--- src/jlr_pkg.sv ---
// constants, field layouts and carrier types of the link reset and timing-reference control registers
// assumes one core clock domain and an axi4-lite master that issues aligned 32-bit accesses
//
// Functional notes
// - fixed reset bit set holds the core in reset until software clears it; default zero
// - writing one to reset bit 0 starts a core reset; reads one until finished
// - self-clearing reset keeps configuration values and restarts link using current settings
// - reset register bit 16 disables the transceiver watchdog; defaults to one
// - alignment-sequence enable, default one, makes the sequence sent or expected; zero omits it
// - scrambling register bit 0 enables scrambler or descrambler; resets to zero
// - with timing-reference-required set, resync waits for a re-alignment before the link proceeds
// - with it cleared (default), resync proceeds at the next multiframe boundary
// - four-bit delay field postpones counter re-alignment by 0 to 15 core cycles; default zero
// - with always-bit set, the counter re-aligns on every timing-reference event; events arriving while core reset is asserted are ignored
// - with always-bit clear (default), only the first event after reset re-aligns the counter
// - all registers are reached through an axi4-lite slave interface
// - transmit and receive variants share one address map and field layout
package jlr_pkg;

    // byte offsets
    localparam logic [11:0] ADDR_RESET   = 12'h004;
    localparam logic [11:0] ADDR_ALIGN   = 12'h008;
    localparam logic [11:0] ADDR_SCRAM   = 12'h00C;
    localparam logic [11:0] ADDR_TREF    = 12'h010;

    // field positions
    localparam int RST_SC_BIT     = 0;
    localparam int RST_FIX_BIT    = 1;
    localparam int RST_WD_BIT     = 16;
    localparam int ALIGN_EN_BIT   = 0;
    localparam int SCRAM_EN_BIT   = 0;
    localparam int TREF_ALW_BIT   = 0;
    localparam int TREF_DLY_LSB   = 8;
    localparam int TREF_DLY_W     = 4;
    localparam int TREF_REQ_BIT   = 16;

    // reset values
    localparam logic       RST_SC_RST   = 1'b1;
    localparam logic       RST_FIX_RST  = 1'b0;
    localparam logic       RST_WD_RST   = 1'b1;
    localparam logic       ALIGN_EN_RST = 1'b1;
    localparam logic       SCRAM_EN_RST = 1'b0;
    localparam logic       TREF_ALW_RST = 1'b0;
    localparam logic [3:0] TREF_DLY_RST = 4'h0;
    localparam logic       TREF_REQ_RST = 1'b0;

    // length of the self-clearing reset pulse, in core clock cycles
    localparam int RST_HOLD_CYCLES = 16;
    localparam int TREF_DLY_MAX    = 15;

    // axi response codes
    localparam logic [1:0] RESP_OKAY   = 2'h0;
    localparam logic [1:0] RESP_SLVERR = 2'h2;

    // link-facing configuration
    typedef struct packed {
        logic watchdog_disable;
        logic align_seq_enable;
        logic scrambler_enable;
    } jlr_cfg_t;

    // timing-reference handling configuration
    typedef struct packed {
        logic       always_realign;
        logic [3:0] delay;
    } jlr_tref_cfg_t;

    typedef enum logic [1:0] {
        sync_run,
        sync_wait_tref,
        sync_wait_lmfc
    } jlr_sync_st_t;

endpackage

--- src/jlr_ctrl_regs.sv ---
// axi4-lite register bank: core reset control, alignment sequence and scrambler enables,
// timing-reference handling and the resync wait that the handling options steer
// assumes synchronous inputs on clk_sys and aligned 32-bit axi4-lite accesses
`timescale 1ns/100ps
module jlr_ctrl_regs #(
    parameter int ADDR_W     = 12,
    parameter int RST_CYCLES = jlr_pkg::RST_HOLD_CYCLES
) (
    input  wire logic              clk_sys,
    input  wire logic              reset_n,
    input  wire logic [ADDR_W-1:0] s_axi_awaddr,
    input  wire logic              s_axi_awvalid,
    output logic                   s_axi_awready,
    input  wire logic [31:0]       s_axi_wdata,
    input  wire logic [3:0]        s_axi_wstrb,
    input  wire logic              s_axi_wvalid,
    output logic                   s_axi_wready,
    output logic [1:0]             s_axi_bresp,
    output logic                   s_axi_bvalid,
    input  wire logic              s_axi_bready,
    input  wire logic [ADDR_W-1:0] s_axi_araddr,
    input  wire logic              s_axi_arvalid,
    output logic                   s_axi_arready,
    output logic [31:0]            s_axi_rdata,
    output logic [1:0]             s_axi_rresp,
    output logic                   s_axi_rvalid,
    input  wire logic              s_axi_rready,
    input  wire logic              tref_in,
    input  wire logic              lmfc_boundary,
    input  wire logic              link_resync,
    output logic                   core_rst,
    output jlr_pkg::jlr_cfg_t      link_cfg,
    output logic                   align_hold,
    output logic                   link_go,
    output logic                   lmfc_realign
);

    // parameter values the decode or the counter cannot serve stop elaboration
    if (ADDR_W < 5 || ADDR_W > 12) begin : g_bad_addr_w
        $error("address width must be 5 to 12");
    end
    if (RST_CYCLES < 1 || RST_CYCLES > 65535) begin : g_bad_rst_cycles
        $error("reset length out of range");
    end

    localparam int CW = $clog2(RST_CYCLES + 1);
    localparam logic [CW-1:0] RST_LOAD = CW'(RST_CYCLES);
    localparam logic [31:0] RSV_MASK = 32'hFFFE_F0FC;

    typedef struct packed {
        logic                  fixed_rst;
        logic [CW-1:0]         rst_cnt;
        logic                  core_rst;
        logic                  wd_dis;
        logic                  align_en;
        logic                  scram_en;
        logic                  tref_req;
        logic [3:0]            tref_dly;
        logic                  tref_alw;
        jlr_pkg::jlr_sync_st_t sync;
        logic                  hold;
        logic                  go;
        logic                  bvalid;
        logic [1:0]            bresp;
        logic                  rvalid;
        logic [1:0]            rresp;
        logic [31:0]           rdata;
    } jlr_main_st_t;

    jlr_main_st_t          st_reg;
    jlr_main_st_t          st_next;
    logic                  wr_fire;
    logic                  rd_fire;
    logic [11:0]           wa;
    logic [11:0]           ra;
    jlr_pkg::jlr_tref_cfg_t tref_cfg;

    assign tref_cfg = '{always_realign: st_reg.tref_alw, delay: st_reg.tref_dly};

    // timing-reference path lives in its own block
    jlr_tref_align #(
        .MAX_DLY (jlr_pkg::TREF_DLY_MAX)
    ) u_tref (
        .clk_sys      (clk_sys),
        .reset_n      (reset_n),
        .core_rst     (st_reg.core_rst),
        .tref_in      (tref_in),
        .cfg          (tref_cfg),
        .lmfc_realign (lmfc_realign)
    );

    // write channel takes address and data together; one response outstanding keeps it simple
    assign wr_fire       = s_axi_awvalid && s_axi_wvalid && !st_reg.bvalid;
    assign rd_fire       = s_axi_arvalid && !st_reg.rvalid;
    assign s_axi_awready = wr_fire;
    assign s_axi_wready  = wr_fire;
    assign s_axi_arready = rd_fire;
    assign wa            = 12'(s_axi_awaddr);
    assign ra            = 12'(s_axi_araddr);

    // next-state logic: bus, reset sequencer, resync wait
    always_comb begin
        st_next    = st_reg;
        st_next.go = 1'b0;
        if (st_reg.bvalid && s_axi_bready) begin
            st_next.bvalid = 1'b0;
        end
        if (st_reg.rvalid && s_axi_rready) begin
            st_next.rvalid = 1'b0;
        end
        // held fixed reset reloads the counter so the full sequence runs after release
        if (st_reg.fixed_rst) begin
            st_next.rst_cnt = RST_LOAD;
        end else if (st_reg.rst_cnt != '0) begin
            st_next.rst_cnt = st_reg.rst_cnt - CW'(1);
        end
        // one decode serves both link directions
        if (wr_fire) begin
            st_next.bvalid = 1'b1;
            st_next.bresp  = jlr_pkg::RESP_OKAY;
            if (wa == jlr_pkg::ADDR_RESET) begin
                if (s_axi_wstrb[0]) begin
                    st_next.fixed_rst = s_axi_wdata[jlr_pkg::RST_FIX_BIT];
                    if (s_axi_wdata[jlr_pkg::RST_SC_BIT]) begin
                        st_next.rst_cnt = RST_LOAD;
                    end
                end
                if (s_axi_wstrb[2]) begin
                    st_next.wd_dis = s_axi_wdata[jlr_pkg::RST_WD_BIT];
                end
            end else if (wa == jlr_pkg::ADDR_ALIGN) begin
                if (s_axi_wstrb[0]) begin
                    st_next.align_en = s_axi_wdata[jlr_pkg::ALIGN_EN_BIT];
                end
            end else if (wa == jlr_pkg::ADDR_SCRAM) begin
                if (s_axi_wstrb[0]) begin
                    st_next.scram_en = s_axi_wdata[jlr_pkg::SCRAM_EN_BIT];
                end
            end else if (wa == jlr_pkg::ADDR_TREF) begin
                if (s_axi_wstrb[0]) begin
                    st_next.tref_alw = s_axi_wdata[jlr_pkg::TREF_ALW_BIT];
                end
                if (s_axi_wstrb[1]) begin
                    st_next.tref_dly = s_axi_wdata[jlr_pkg::TREF_DLY_LSB +: jlr_pkg::TREF_DLY_W];
                end
                if (s_axi_wstrb[2]) begin
                    st_next.tref_req = s_axi_wdata[jlr_pkg::TREF_REQ_BIT];
                end
            end else begin
                st_next.bresp = jlr_pkg::RESP_SLVERR;            // unmapped: no effect
            end
        end
        // config fields are untouched by the reset sequencer
        st_next.core_rst = st_next.fixed_rst || (st_next.rst_cnt != '0);
        // read data registered; reserved bits stay zero
        if (rd_fire) begin
            st_next.rvalid = 1'b1;
            st_next.rresp  = jlr_pkg::RESP_OKAY;
            st_next.rdata  = 32'h0000_0000;
            if (ra == jlr_pkg::ADDR_RESET) begin
                st_next.rdata[jlr_pkg::RST_SC_BIT]  = st_reg.core_rst;
                st_next.rdata[jlr_pkg::RST_FIX_BIT] = st_reg.fixed_rst;
                st_next.rdata[jlr_pkg::RST_WD_BIT]  = st_reg.wd_dis;
            end else if (ra == jlr_pkg::ADDR_ALIGN) begin
                st_next.rdata[jlr_pkg::ALIGN_EN_BIT] = st_reg.align_en;
            end else if (ra == jlr_pkg::ADDR_SCRAM) begin
                st_next.rdata[jlr_pkg::SCRAM_EN_BIT] = st_reg.scram_en;
            end else if (ra == jlr_pkg::ADDR_TREF) begin
                st_next.rdata[jlr_pkg::TREF_ALW_BIT]                          = st_reg.tref_alw;
                st_next.rdata[jlr_pkg::TREF_DLY_LSB +: jlr_pkg::TREF_DLY_W]   = st_reg.tref_dly;
                st_next.rdata[jlr_pkg::TREF_REQ_BIT]                          = st_reg.tref_req;
            end else begin
                st_next.rresp = jlr_pkg::RESP_SLVERR;
            end
        end
        // resync wait: either for a realignment first, or straight to the next boundary
        case (st_reg.sync)
            jlr_pkg::sync_run: begin
                if (link_resync) begin
                    st_next.sync = st_reg.tref_req ? jlr_pkg::sync_wait_tref : jlr_pkg::sync_wait_lmfc;
                end
            end
            jlr_pkg::sync_wait_tref: begin
                if (lmfc_realign) begin
                    st_next.sync = jlr_pkg::sync_wait_lmfc;
                end
            end
            jlr_pkg::sync_wait_lmfc: begin
                if (lmfc_boundary) begin
                    st_next.sync = jlr_pkg::sync_run;
                    st_next.go   = 1'b1;
                end
            end
            default: begin
                st_next.sync = jlr_pkg::sync_wait_lmfc;
            end
        endcase
        // a core reset is a restart: the link re-synchronises with current settings
        if (st_reg.core_rst) begin
            st_next.sync = st_reg.tref_req ? jlr_pkg::sync_wait_tref : jlr_pkg::sync_wait_lmfc;
            st_next.go   = 1'b0;
        end
        st_next.hold = (st_next.sync != jlr_pkg::sync_run);
    end

    // state register; power-up starts a self-clearing reset, as bit 0 reads one by default
    always_ff @(posedge clk_sys or negedge reset_n) begin
        if (!reset_n) begin
            st_reg           <= '0;
            st_reg.fixed_rst <= jlr_pkg::RST_FIX_RST;
            st_reg.rst_cnt   <= RST_LOAD;
            st_reg.core_rst  <= jlr_pkg::RST_SC_RST;
            st_reg.wd_dis    <= jlr_pkg::RST_WD_RST;
            st_reg.align_en  <= jlr_pkg::ALIGN_EN_RST;
            st_reg.scram_en  <= jlr_pkg::SCRAM_EN_RST;
            st_reg.tref_req  <= jlr_pkg::TREF_REQ_RST;
            st_reg.tref_dly  <= jlr_pkg::TREF_DLY_RST;
            st_reg.tref_alw  <= jlr_pkg::TREF_ALW_RST;
            st_reg.sync      <= jlr_pkg::sync_wait_lmfc;
            st_reg.hold      <= 1'b1;
        end else begin
            st_reg <= st_next;
        end
    end

    // outputs straight from state flops
    assign core_rst                  = st_reg.core_rst;
    assign link_cfg.watchdog_disable = st_reg.wd_dis;
    assign link_cfg.align_seq_enable = st_reg.align_en;
    assign link_cfg.scrambler_enable = st_reg.scram_en;
    assign align_hold                = st_reg.hold;
    assign link_go                   = st_reg.go;
    assign s_axi_bvalid              = st_reg.bvalid;
    assign s_axi_bresp               = st_reg.bresp;
    assign s_axi_rvalid              = st_reg.rvalid;
    assign s_axi_rresp               = st_reg.rresp;
    assign s_axi_rdata               = st_reg.rdata;

    property p_fixed_hold;
        @(posedge clk_sys) disable iff (!reset_n)
        st_reg.fixed_rst |-> core_rst ##1 (core_rst || st_reg.fixed_rst);
    endproperty
    a_fixed_hold: assert property (p_fixed_hold) else $error("core left reset while fixed bit set");

    property p_sc_start;
        @(posedge clk_sys) disable iff (!reset_n)
        (wr_fire && wa == jlr_pkg::ADDR_RESET && s_axi_wstrb[0] && s_axi_wdata[jlr_pkg::RST_SC_BIT])
        |=> (core_rst && st_reg.rst_cnt == RST_LOAD);
    endproperty
    a_sc_start: assert property (p_sc_start) else $error("self-clearing reset not started");

    property p_sc_end;
        @(posedge clk_sys) disable iff (!reset_n)
        $fell(core_rst) |-> ($past(st_reg.rst_cnt) == CW'(1) && !st_reg.fixed_rst);
    endproperty
    a_sc_end: assert property (p_sc_end) else $error("reset ended early");

    property p_cfg_kept;
        @(posedge clk_sys) disable iff (!reset_n)
        !wr_fire |=> ($stable(link_cfg) && $stable(st_reg.tref_dly) && $stable(st_reg.tref_req));
    endproperty
    a_cfg_kept: assert property (p_cfg_kept) else $error("config changed without a write");

    property p_wd_write;
        @(posedge clk_sys) disable iff (!reset_n)
        (wr_fire && wa == jlr_pkg::ADDR_RESET && s_axi_wstrb[2])
        |=> link_cfg.watchdog_disable == $past(s_axi_wdata[jlr_pkg::RST_WD_BIT]);
    endproperty
    a_wd_write: assert property (p_wd_write) else $error("watchdog disable not written");

    property p_align_write;
        @(posedge clk_sys) disable iff (!reset_n)
        (wr_fire && wa == jlr_pkg::ADDR_ALIGN && s_axi_wstrb[0])
        |=> link_cfg.align_seq_enable == $past(s_axi_wdata[jlr_pkg::ALIGN_EN_BIT]);
    endproperty
    a_align_write: assert property (p_align_write) else $error("alignment enable not written");

    property p_scram_write;
        @(posedge clk_sys) disable iff (!reset_n)
        (wr_fire && wa == jlr_pkg::ADDR_SCRAM && s_axi_wstrb[0])
        |=> link_cfg.scrambler_enable == $past(s_axi_wdata[jlr_pkg::SCRAM_EN_BIT]);
    endproperty
    a_scram_write: assert property (p_scram_write) else $error("scrambler enable not written");

    property p_req_wait;
        @(posedge clk_sys) disable iff (!reset_n)
        (st_reg.sync == jlr_pkg::sync_wait_tref && !lmfc_realign) |=> (align_hold && !link_go);
    endproperty
    a_req_wait: assert property (p_req_wait) else $error("link proceeded before realignment");

    property p_boundary_go;
        @(posedge clk_sys) disable iff (!reset_n)
        (st_reg.sync == jlr_pkg::sync_wait_lmfc && lmfc_boundary && !core_rst) |=> (link_go && !align_hold);
    endproperty
    a_boundary_go: assert property (p_boundary_go) else $error("link not released at boundary");

    property p_rsv_zero;
        @(posedge clk_sys) disable iff (!reset_n)
        s_axi_rvalid |-> ((s_axi_rdata & RSV_MASK) == 32'h0000_0000);
    endproperty
    a_rsv_zero: assert property (p_rsv_zero) else $error("reserved bit read nonzero");

    property p_resp_hold;
        @(posedge clk_sys) disable iff (!reset_n)
        (s_axi_rvalid && !s_axi_rready) |=> (s_axi_rvalid && $stable(s_axi_rdata) && $stable(s_axi_rresp));
    endproperty
    a_resp_hold: assert property (p_resp_hold) else $error("read answer dropped under stall");

    c_resync_tref: cover property (@(posedge clk_sys) disable iff (!reset_n)
        st_reg.sync == jlr_pkg::sync_wait_tref ##[1:100] link_go);
    c_sc_reset: cover property (@(posedge clk_sys) disable iff (!reset_n) $fell(core_rst));
    c_unmapped: cover property (@(posedge clk_sys) disable iff (!reset_n)
        s_axi_rvalid && s_axi_rresp == jlr_pkg::RESP_SLVERR);

endmodule // jlr_ctrl_regs

--- src/jlr_tref_align.sv ---
// timing-reference edge detect, first-only/always gating and programmable re-alignment delay
// assumes the timing-reference input is already synchronous to clk_sys
`timescale 1ns/100ps
module jlr_tref_align #(
    parameter int MAX_DLY = jlr_pkg::TREF_DLY_MAX
) (
    input  wire logic                   clk_sys,
    input  wire logic                   reset_n,
    input  wire logic                   core_rst,
    input  wire logic                   tref_in,
    input  wire jlr_pkg::jlr_tref_cfg_t cfg,
    output logic                        lmfc_realign
);

    // the tap select is four bits wide, so any other depth is refused at elaboration
    if (MAX_DLY != 15) begin : g_bad_max_dly
        $error("delay line is built for a 4-bit delay field");
    end

    typedef struct packed {
        logic                 prev;
        logic                 seen;
        logic [MAX_DLY-1:0]   pipe;
        logic                 realign;
    } jlr_tref_st_t;

    jlr_tref_st_t st_reg;
    jlr_tref_st_t st_next;
    logic         rise;
    logic         accept;

    // accepted events run down a shift line; the tap chosen by the delay field fires
    always_comb begin
        st_next      = st_reg;
        rise         = tref_in && !st_reg.prev;
        accept       = rise && !core_rst && (cfg.always_realign || !st_reg.seen);
        st_next.prev = tref_in;
        st_next.pipe = {st_reg.pipe[MAX_DLY-2:0], accept};
        if (cfg.delay == 4'h0) begin
            st_next.realign = accept;
        end else begin
            st_next.realign = st_reg.pipe[4'(cfg.delay - 4'h1)];
        end
        if (accept) begin
            st_next.seen = 1'b1;
        end
        // core reset re-arms first-event capture and drops pending events
        if (core_rst) begin
            st_next.seen    = 1'b0;
            st_next.pipe    = '0;
            st_next.realign = 1'b0;
        end
    end

    always_ff @(posedge clk_sys or negedge reset_n) begin
        if (!reset_n) begin
            st_reg <= '0;
        end else begin
            st_reg <= st_next;
        end
    end

    assign lmfc_realign = st_reg.realign;

    property p_dly_zero;
        @(posedge clk_sys) disable iff (!reset_n)
        (accept && cfg.delay == 4'h0) |=> lmfc_realign;
    endproperty
    a_dly_zero: assert property (p_dly_zero) else $error("zero delay realign missing");

    property p_dly_max;
        @(posedge clk_sys) disable iff (!reset_n)
        (accept && cfg.delay == 4'hF) ##1 (!core_rst && cfg.delay == 4'hF)[*8] ##1
        (!core_rst && cfg.delay == 4'hF)[*7] |=> lmfc_realign;
    endproperty
    a_dly_max: assert property (p_dly_max) else $error("fifteen cycle delay realign missing");

    property p_always;
        @(posedge clk_sys) disable iff (!reset_n)
        (rise && cfg.always_realign && !core_rst && cfg.delay == 4'h0) |=> lmfc_realign;
    endproperty
    a_always: assert property (p_always) else $error("event ignored in always mode");

    property p_first_only;
        @(posedge clk_sys) disable iff (!reset_n)
        (st_reg.seen && !cfg.always_realign && !core_rst) |-> !accept;
    endproperty
    a_first_only: assert property (p_first_only) else $error("later event accepted");

    c_realign_dly: cover property (@(posedge clk_sys) disable iff (!reset_n)
        accept && cfg.delay == 4'h5 ##6 lmfc_realign);

endmodule // jlr_tref_align

--- config.mk ---
export PLATFORM = sky130hd
export DESIGN_NAME = jlr_ctrl_regs
export DESIGN_NICKNAME = d
export VERILOG_FILES = /design/src/jlr_pkg.sv /design/src/jlr_ctrl_regs.sv /design/src/jlr_tref_align.sv
export SDC_FILE = /design/constraint.sdc
export NUM_CORES = 1
export LEC_CHECK = 0
export BUFFER_PORTS_ARGS = -buffer_cell sky130_fd_sc_hd__buf_2
export CAP_MARGIN = 15
export CORE_UTILIZATION = 43
export CTS_CLUSTER_SIZE = 25
export DETAILED_ROUTE_END_ITERATION = 10
export PLACE_DENSITY_LB_ADDON = 0.05
export SLEW_MARGIN = 15
export SYNTH_ARGS = -nofsm -noshare
export SYNTH_HDL_FRONTEND = slang
export SYNTH_SLANG_ARGS = --single-unit
--- constraint.sdc ---
create_clock -name clk_sys -period 2.2 [get_ports clk_sys]
set_input_delay 0.44 -clock clk_sys [delete_from_list [all_inputs] [get_ports clk_sys]]
set_output_delay 0.44 -clock clk_sys [all_outputs]
set_load 0.03 [all_outputs]
==> results of run 1 <==
[logic make-up (layout without fill, tap and decap cells)]
| kind of cell | after synthesis | in the layout | share of synthesized area |
|---|---|---|---|
| other | 1 | 27 | 0.00140 |
| buffers and inverters | 61 | 94 | 0.145 |
| AOI/OAI and AO/OA | 34 | 34 | 0.0909 |
| xor gates and xnor gates | 5 | 5 | 0.0164 |
| DFF | 49 | 49 | 0.462 |
| adders and majority gates | 3 | 3 | 0.0141 |
| muxes | 18 | 18 | 0.0914 |
| and+or+nand+nor | 79 | 79 | 0.179 |
[critical path: stages (launching register included)]
cell and delay, ps:
dfrtp_1 420, inv_1 90, ha_1 190, xnor2_1 390, nand3_1 130, a31o_2 240, a311oi_1 370
[stage by stage]
| stage | power, mW | setup slack, ps | cells | util | hold WS, ps |
|---|---|---|---|---|---|
| after floorplan | 1.51 | 119 | 276 | - | 144 |
| after global placement | 1.63 | 26.4 | 377 | 0.492 | 451 |
| after detailed placement | 1.64 | 39.0 | 377 | 0.492 | 455 |
| after CTS | 2.27 | 207 | 384 | 0.509 | 166 |
| after global routing | 2.37 | 76.2 | 384 | 0.509 | 173 |
| final | 2.23 | 232 | 384 | 0.509 | 145 |
[routing by layer]
metal | part of all wire | up-vias | GRT usage
li1 | - | 919 | -
met1 | 0.46 | 861 | 0.224
met2 | 0.47 | 63 | 0.271
met3 | 0.047 | 8 | 0.0337
met4 | 0.015 | 0 | 0.0661
met5 | 0 | - | 0
[power by group]
group          total, mW  internal [mW]  leakage, nW  switching, mW
combinational      0.573          0.232        0.803          0.341
clock              0.612          0.331       0.0540          0.281
sequential          1.05          0.978        0.636         0.0670
[how the worst min path moves through the flow]
stage                         startpoint             end  cells past startpoint
after floorplan                  reset_n     link_cfg[0]                      0
after global placement    s_axi_rresp[1]  s_axi_rresp[1]                      2
after detailed placement  s_axi_rdata[1]  s_axi_rdata[1]                      2
after CTS                        reset_n    s_axi_rvalid                      1
after global routing             reset_n  s_axi_rresp[1]                      1
final                            reset_n  s_axi_rresp[1]                      1
[synthesized netlist by cell type, drive strengths merged, types with 4 or more instances]
| cell | number | area [µm²] |
|---|---|---|
| mux2i | 6 | 60.1 |
| dfstp | 6 | 158 |
| inv | 13 | 48.8 |
| nor3 | 5 | 25.0 |
| clkbuf | 5 | 18.8 |
| a22o | 4 | 35.0 |
| dfrtp | 43 | 1080 |
| nor2 | 16 | 60.1 |
| nand2 | 13 | 48.8 |
| o41ai | 4 | 35.0 |
| nor2b | 15 | 93.8 |
| nor4 | 5 | 61.3 |
| buf | 43 | 320 |
| mux2 | 9 | 116 |
| nand3 | 6 | 30.0 |
| xnor2 | 4 | 35.0 |
| o21ai | 4 | 20.0 |
| a21oi | 8 | 40.0 |
[area by class of cell]
class	instances	area share
clock inverters	2	0.0115
multi-input cells	166	0.378
repair buffers	74	0.134
flip-flops and latches	49	0.407
clock buffers	5	0.0227
inverters	13	0.0161
well taps	75	0.0309
==> out/results.txt, run 1 <==
area grow syn2layout = 13.6%
Critical R2R Capture = u_tref.lmfc_realign
vias = 1851
antenna viol nets, final = 0
Final HPWL DP = 3.85 mm
Worst R2R Setup Slack = 230 ps
min Tclk post-route = 1970 ps
Crit Path Class = flop to flop
die area = 6530 µm²
Post-synth ARST share = 1.00
DIE HEIGHT = 80.8 µm
Setup crit end = u_tref.lmfc_realign
fill cell count = 578
vias in the first global route = 1797
Post-synth EDFFs = 0
dpl cell area = 2930 µm²
peak supply drop = 294 µV
max-cap violation count = 0
Distinct cells, synth = 48
normalized max-slew margin = 0.594
largest net degree at the start of global routing = 26
core area = 5960 µm²
initial antenna violation count = 0
FF+latch count, synth = 49
Post-Route WL = 5.00 mm
max-slew violation count = 0
Post-CTS Resized = 0
power per cell area = 735 nW/µm²
Mapped Cells = 250
DRC marker count from the first detailed-route iteration = 64
most frequent cells in the layout = buf_2, dfrtp_1, conb_1
Syn Std Cell Area = 2670 µm²
actual slew at the worst max-slew pin = 608 ps
worst reg2reg path depth = 6
Tot GR Track Use = 0.169
clk_lat worst skew = 290 ps
Std-Cell Rows = 28
final setup fails = 0
Max Fanout on Critical Path = 5
startpoint types = flop
# DRC = 0
first-pass GRT wire length = 8.36 mm
Chip Width = 80.8 µm
Required @ worst endpoint = 2370 ps
RSZ-0062 raised after global routing = no
grt total ovfl = 0
beginning of the critical path = st_reg[44]
LEAKAGE = 1.49 nW
area of the multi-input gates = 1150 µm²
Post-synth top flop = dfrtp_1
root buffer cell = clkbuf_8
Final Hold Fails = 0
final RePlAce weighted congestion = 0.792
commonest non-fill, non-tap cell in the layout = buf_2
yosys synthesis warning count = 0
hold-fix buffer count after cts = 0
average cell area after synthesis = 10.7 µm²
Antenna diodes = 0
Initial DRT Pass Iterations = 4
Ports = 118
max reg flops = 17
Arr. time, crit path = 2140 ps
post-CTS setup buffer count = 0
Worst-path clk slew = 80 ps
f_max = 508 MHz
register area share after synthesis = 0.462
worst hold path class = primary input to async pin
Clock Skews = 4.33 ps
clock sinks = 49
H-Tree Depth = 2
Critical R2R Launch = st_reg[44]
clk buf depth = 2
nets = 382
CTS tree = built
wire per inst = 13.0 µm
TNS Setup = 0 ps
design area = 3030 µm²
Final period util = 0.895
via/cell ratio = 4.82
CP Capture Type = flop
status = finished clean
count of buffers from port buffering = 64
TritonCTS Buffers = 5
layout cells sized above 1 = 0.356
sequential cell area = 1230 µm²
Initial Util = 0.448
Power figures use the tool's default switching activity.
==> run 2, diff against run 1 <==
- CORE_UTILIZATION: 43 -> 47
- clock period: 2.2 -> 2.07 ns (I/O delays scaled with it)
==> run 2 against run 1 <==
  * Utilization is 4.2 points higher
  * Combinational power rose by 6.3%
  * Worst hold slack worse by 86 ps
  * Largest power group unchanged
  * Global-route usage up 0.65 points
  * First-iteration DRC count shrank 27%
==> out/results.txt, run 2 (synthesis gave the netlist of run 1 again) <==
area grow syn2layout = 13.7% (about the same)
Critical R2R Launch = st_reg[43]
Required @ worst endpoint = 2260 ps (-110 ps)
CTS tree = built
Chip Width = 77.4 µm (-4.2%)
Final Util = 0.551 (+0.0418)
Tot GR Track Use = 0.176 (+0.00652)
via/cell ratio = 4.89 (+1.4%)
Post-Route WL = 4.86 mm (-2.7%)
final setup fails = 0 (unchanged)
clock sinks = 49 (unchanged)
final RePlAce weighted congestion = 0.741 (-6.4%)
TritonCTS Buffers = 5 (unchanged)
Final HPWL DP = 3.73 mm (-3.2%)
Antenna diodes = 0 (unchanged)
Initial DRT Pass Iterations = 4 (unchanged)
Arr. time, crit path = 2010 ps (-130 ps)
Critical R2R Capture = u_tref.lmfc_realign
layout cells sized above 1 = 0.364 (+0.00823)
slack of the critical path = 253 ps (+21.8 ps)
Crit Path Class = primary input to flop
root buffer cell = clkbuf_8
count of buffers from port buffering = 64 (unchanged)
actual slew at the worst max-slew pin = 482 ps (-127 ps)
startpoint types = primary input
grt total ovfl = 0 (unchanged)
Final Hold Fails = 0 (unchanged)
hold-fix buffer count after cts = 0 (unchanged)
normalized max-slew margin = 0.674 (+0.0798)
total power = 2.27 mW (+1.8%)
Worst-path clk slew = 90 ps (about the same)
Initial Util = 0.485 (+0.0366)
design area = 3040 µm² (about the same)
vias in the first global route = 1818 (+1.2%)
hold_ws = 59.0 ps (-85.6 ps)
Post-CTS Resized = 0 (unchanged)
DRC marker count from the first detailed-route iteration = 47 (-27%)
clk buf depth = 2 (unchanged)
most frequent cells in the layout = buf_2, dfrtp_1, conb_1
post-CTS setup buffer count = 0 (unchanged)
pre-CTS setup slack = -74.4 ps (-113 ps)
Worst R2R Setup Slack = 260 ps (+30 ps)
commonest non-fill, non-tap cell in the layout = buf_2
core area = 5510 µm² (-7.5%)
Setup crit end = st_reg[46]
clk_lat worst skew = 300 ps (about the same)
dpl cell area = 2950 µm² (+0.64%)
Clock Skews = 8.58 ps (+4.25 ps)
vias = 1882 (+1.7%)
area of the multi-input gates = 1150 µm² (unchanged)
max-slew violation count = 0 (unchanged)
sequential cell area = 1230 µm² (unchanged)
peak supply drop = 625 µV (+110%)
# DRC = 0 (unchanged)
final std cells w/o fill = 385 (+0.26%)
Ports = 118 (unchanged)
nets = 385 (+0.79%)
Max Fanout on Critical Path = 4 (-1)
RSZ-0062 raised after global routing = no
beginning of the critical path = s_axi_awaddr[9]
Final period util = 0.878
die area = 5990 µm² (-8.3%)
Cells after DPL = 377 (unchanged)
Std-Cell Rows = 27 (-3.6%)
max reg flops = 17 (unchanged)
worst reg2reg path depth = 6 (unchanged)
largest net degree at the start of global routing = 31 (+19%)
status = finished clean
power per cell area = 748 nW/µm² (+1.8%)
max-cap violation count = 0 (unchanged)
antenna viol nets, final = 0 (unchanged)
DIE HEIGHT = 77.4 µm (-4.2%)
fill cell count = 509 (-12%)
wire per inst = 12.6 µm (-2.9%)
f_max = 550 MHz
TNS Setup = 0 ps (unchanged)
CP Capture Type = flop
H-Tree Depth = 2 (unchanged)
initial antenna violation count = 0 (unchanged)
LEAKAGE = 1.50 nW (+0.31%)
worst hold path class = primary input to async pin
first-pass GRT wire length = 8.25 mm (-1.3%)
min Tclk post-route = 1820 ps
-- run 2: how the worst min path moves through the flow --
stage	startpoint	end	slack (ps)	cells past startpoint
finish	reset_n	s_axi_rdata[9]	60	1
global route	reset_n	s_axi_rdata[9]	90	1
CTS	reset_n	s_axi_rdata[9]	70	1
detailed placement	reset_n	s_axi_rdata[9]	410	1
global placement	reset_n	s_axi_rvalid	400	1
floorplan	reset_n	link_cfg[0]	120	0
-- run 2: cell type report --
cell class	instances	share of cell area
multi-input combinational	166	0.378
sequential	49	0.406
tap	72	0.0297
inverter	13	0.0161
clock buffer	5	0.0227
timing repair buffer	77	0.142
clock inverter	3	0.00577
-- run 2: power breakdown --
part | switching (mW) | leakage, nW | internal [mW]
logic | 0.362 | 0.817 | 0.247
registers | 0.0724 | 0.636 | 1.04
clock network | 0.316 | 0.0439 | 0.234
total | 0.750 | 1.50 | 1.52
-- run 2: worst max-delay path: stages --
cell and delay (ps):
buf_2 90, or4_4 540, nor4_4 270, and3_1 230, buf_4 160, mux2_4 300
-- run 2: per-layer routing --
metal | vias up | GRT usage | part of all wire
met3 | 7 | 0.0435 | 0.055
li1 | 929 | - | -
met2 | 60 | 0.287 | 0.45
met5 | - | 0 | 0
met1 | 886 | 0.231 | 0.48
met4 | 0 | 0.0509 | 0.013
==> run 3, diff against run 2 <==
- PLACE_DENSITY: not set -> 0.85
- PLACE_DENSITY_LB_ADDON: 0.05 -> not set
==> run 3 against run 2 <==
  * The run now ends with design-rule violations left
  * Count of clock-buffer cells in the layout stayed put
  * Die area stayed put
  * Sequential cell count stayed put
  * Setup slack worse by 99 ps
  * Clock power is 26% higher
  * Power is 6.7% higher
  * Critical endpoint is now u_tref.lmfc_realign
  * Largest power group unchanged
==> out/results.txt, run 3 (synthesis gave the netlist of run 1 again) <==
Crit Path Class = flop to flop
# DRC = 2 (+2)
Critical R2R Capture = u_tref.lmfc_realign
DRC marker count from the first detailed-route iteration = 87 (+85%)
Critical R2R Launch = st_reg[43]
status = finished with violations
Worst Hold Depth = 1
first-pass GRT wire length = 8.58 mm (+4.1%)
Std-Cell Rows = 27 (unchanged)
post-CTS setup buffer count = 0 (unchanged)
area grow syn2layout = 14.1%
pre-CTS setup slack = -70.8 ps (+3.56 ps)
DIE HEIGHT = 77.4 µm (unchanged)
normalized max-slew margin = 0.622 (-0.0519)
peak supply drop = 442 µV (-29%)
vias = 1902 (+1.1%)
layout cells sized above 1 = 0.359 (-0.00524)
final setup fails = 0 (unchanged)
final std cells w/o fill = 384 (-0.26%)
min Tclk post-route = 1920 ps (+98.8 ps)
TritonCTS Buffers = 5 (unchanged)
Clock Skews = 7.40 ps (-1.18 ps)
count of buffers from port buffering = 64 (unchanged)
clock sinks = 49 (unchanged)
slack of the critical path = 155 ps (-98.8 ps)
Cells after DPL = 375 (-0.53%)
min-delay src = tref_in
worst reg2reg path depth = 6 (unchanged)
Initial DRT Pass Iterations = 7 (+3)
Worst Hold Endpoint = u_tref.st_reg[17]
Worst R2R Setup Slack = 150 ps (-110 ps)
crit path cell chain = inv_1, ha_1, xnor2_1, nand3_1, a31o_2, a311oi_1
root buffer cell = clkbuf_8
max reg flops = 17 (unchanged)
final RePlAce weighted congestion = 0.857 (+16%)
H-Tree Depth = 2 (unchanged)
Tot GR Track Use = 0.184 (+0.00839)
worst hold path class = primary input to flop
clk buf depth = 2 (unchanged)
Worst-path clk slew = 90 ps (about the same)
Arr. time, crit path = 2100 ps (+90 ps)
Final HPWL DP = 3.83 mm (+2.7%)
CP max-delay cell = xnor2_1
Required @ worst endpoint = 2250 ps (about the same)
Final Hold Fails = 0 (unchanged)
Chip Width = 77.4 µm (unchanged)
Post-Route WL = 4.96 mm (+2.0%)
max-slew violation count = 0 (unchanged)
actual slew at the worst max-slew pin = 566 ps (+84.6 ps)
CTS tree = built
vias in the first global route = 1869 (+2.8%)
die area = 5990 µm² (unchanged)
max-cap violation count = 0 (unchanged)
power per cell area = 795 nW/µm² (+6.3%)
startpoint types = flop
initial antenna violation count = 0 (unchanged)
nets = 384 (-0.26%)
f_max = 522 MHz (-5.2%)
total power = 2.42 mW (+6.7%)
RSZ-0062 raised after global routing = no
failing checks = design-rule violations
largest net degree at the start of global routing = 47 (+52%)
grt total ovfl = 0 (unchanged)
most frequent cells in the layout = buf_2, dfrtp_1, conb_1
Final period util = 0.925 (+0.0477)
hold_ws = 233 ps (+174 ps)
CP max stage delay = 390 ps (-150 ps)
Initial Util = 0.485 (unchanged)
wire per inst = 12.9 µm (+2.2%)
antenna viol nets, final = 0 (unchanged)
CP Capture Type = flop
commonest non-fill, non-tap cell in the layout = buf_2
Ports = 118 (unchanged)
LEAKAGE = 1.50 nW (about the same)
clk_lat worst skew = 310 ps (about the same)
Antenna diodes = 0 (unchanged)
core area = 5510 µm² (unchanged)
Max Fanout on Critical Path = 5 (+1)
via/cell ratio = 4.95 (+1.3%)
==> run 3: layout make-up <==
class                           count  area (µm²)
Fill cell                         488        2460
Sequential cell                    49        1230
Multi-Input combinational cell    166        1150
Timing Repair Buffer               76         413
Tap cell                           72        90.1
Clock buffer                        5        68.8
Inverter                           13        48.8
Clock inverter                      3        46.3
==> run 3: critical path, delay by kind of cell, from the launching register on <==
| family | cells | cell delay [ps] |
|---|---|---|
| AOI/OAI and AO/OA | 2 | 620 |
| DFF | 1 | 350 |
| buffers and inverters | 1 | 90 |
| adders and majority gates | 1 | 210 |
| and+or+nand+nor | 1 | 130 |
| xor gates and xnor gates | 1 | 390 |
==> run 3: routing by layer <==
layer / global-route usage / vias up / share of wire
met5: 0 / - / 0
met4: 0.0623 / 0 / 0.017
met3: 0.0459 / 7 / 0.041
met2: 0.314 / 64 / 0.51
met1: 0.227 / 906 / 0.43
li1: - / 925 / -
==> run 3: stage by stage <==
| step | TNS [ps] | instance area (µm²) | util |
|---|---|---|---|
| after floorplan | 0 | 2770 | - |
| after global placement | -209 | 2920 | 0.531 |
| after detailed placement | -296 | 2920 | 0.531 |
| after CTS | 0 | 3050 | 0.553 |
| after global routing | 0 | 3050 | 0.553 |
| final | 0 | 3050 | 0.553 |
==> run 3: how the worst max path moves through the flow <==
stage                     from             endpoint
2_1_floorplan  s_axi_awaddr[9]           st_reg[43]
3_3_place_gp   s_axi_awaddr[9]           st_reg[45]
3_5_place_dp   s_axi_awaddr[9]           st_reg[44]
4_1_cts             st_reg[43]  u_tref.lmfc_realign
5_1_grt             st_reg[44]  u_tref.lmfc_realign
6_report            st_reg[43]  u_tref.lmfc_realign
==> run 3: power breakdown <==
part | internal [mW] | switching (mW)
Combinational | 0.247 | 0.372
Sequential | 1.04 | 0.0727
Clock | 0.362 | 0.331
==> run 3: timing repair <==
action / CTS / global route
hold buffers: 1 / 0
hold endpoints to repair: 2 / 0
gates resized for setup: 0 / 0
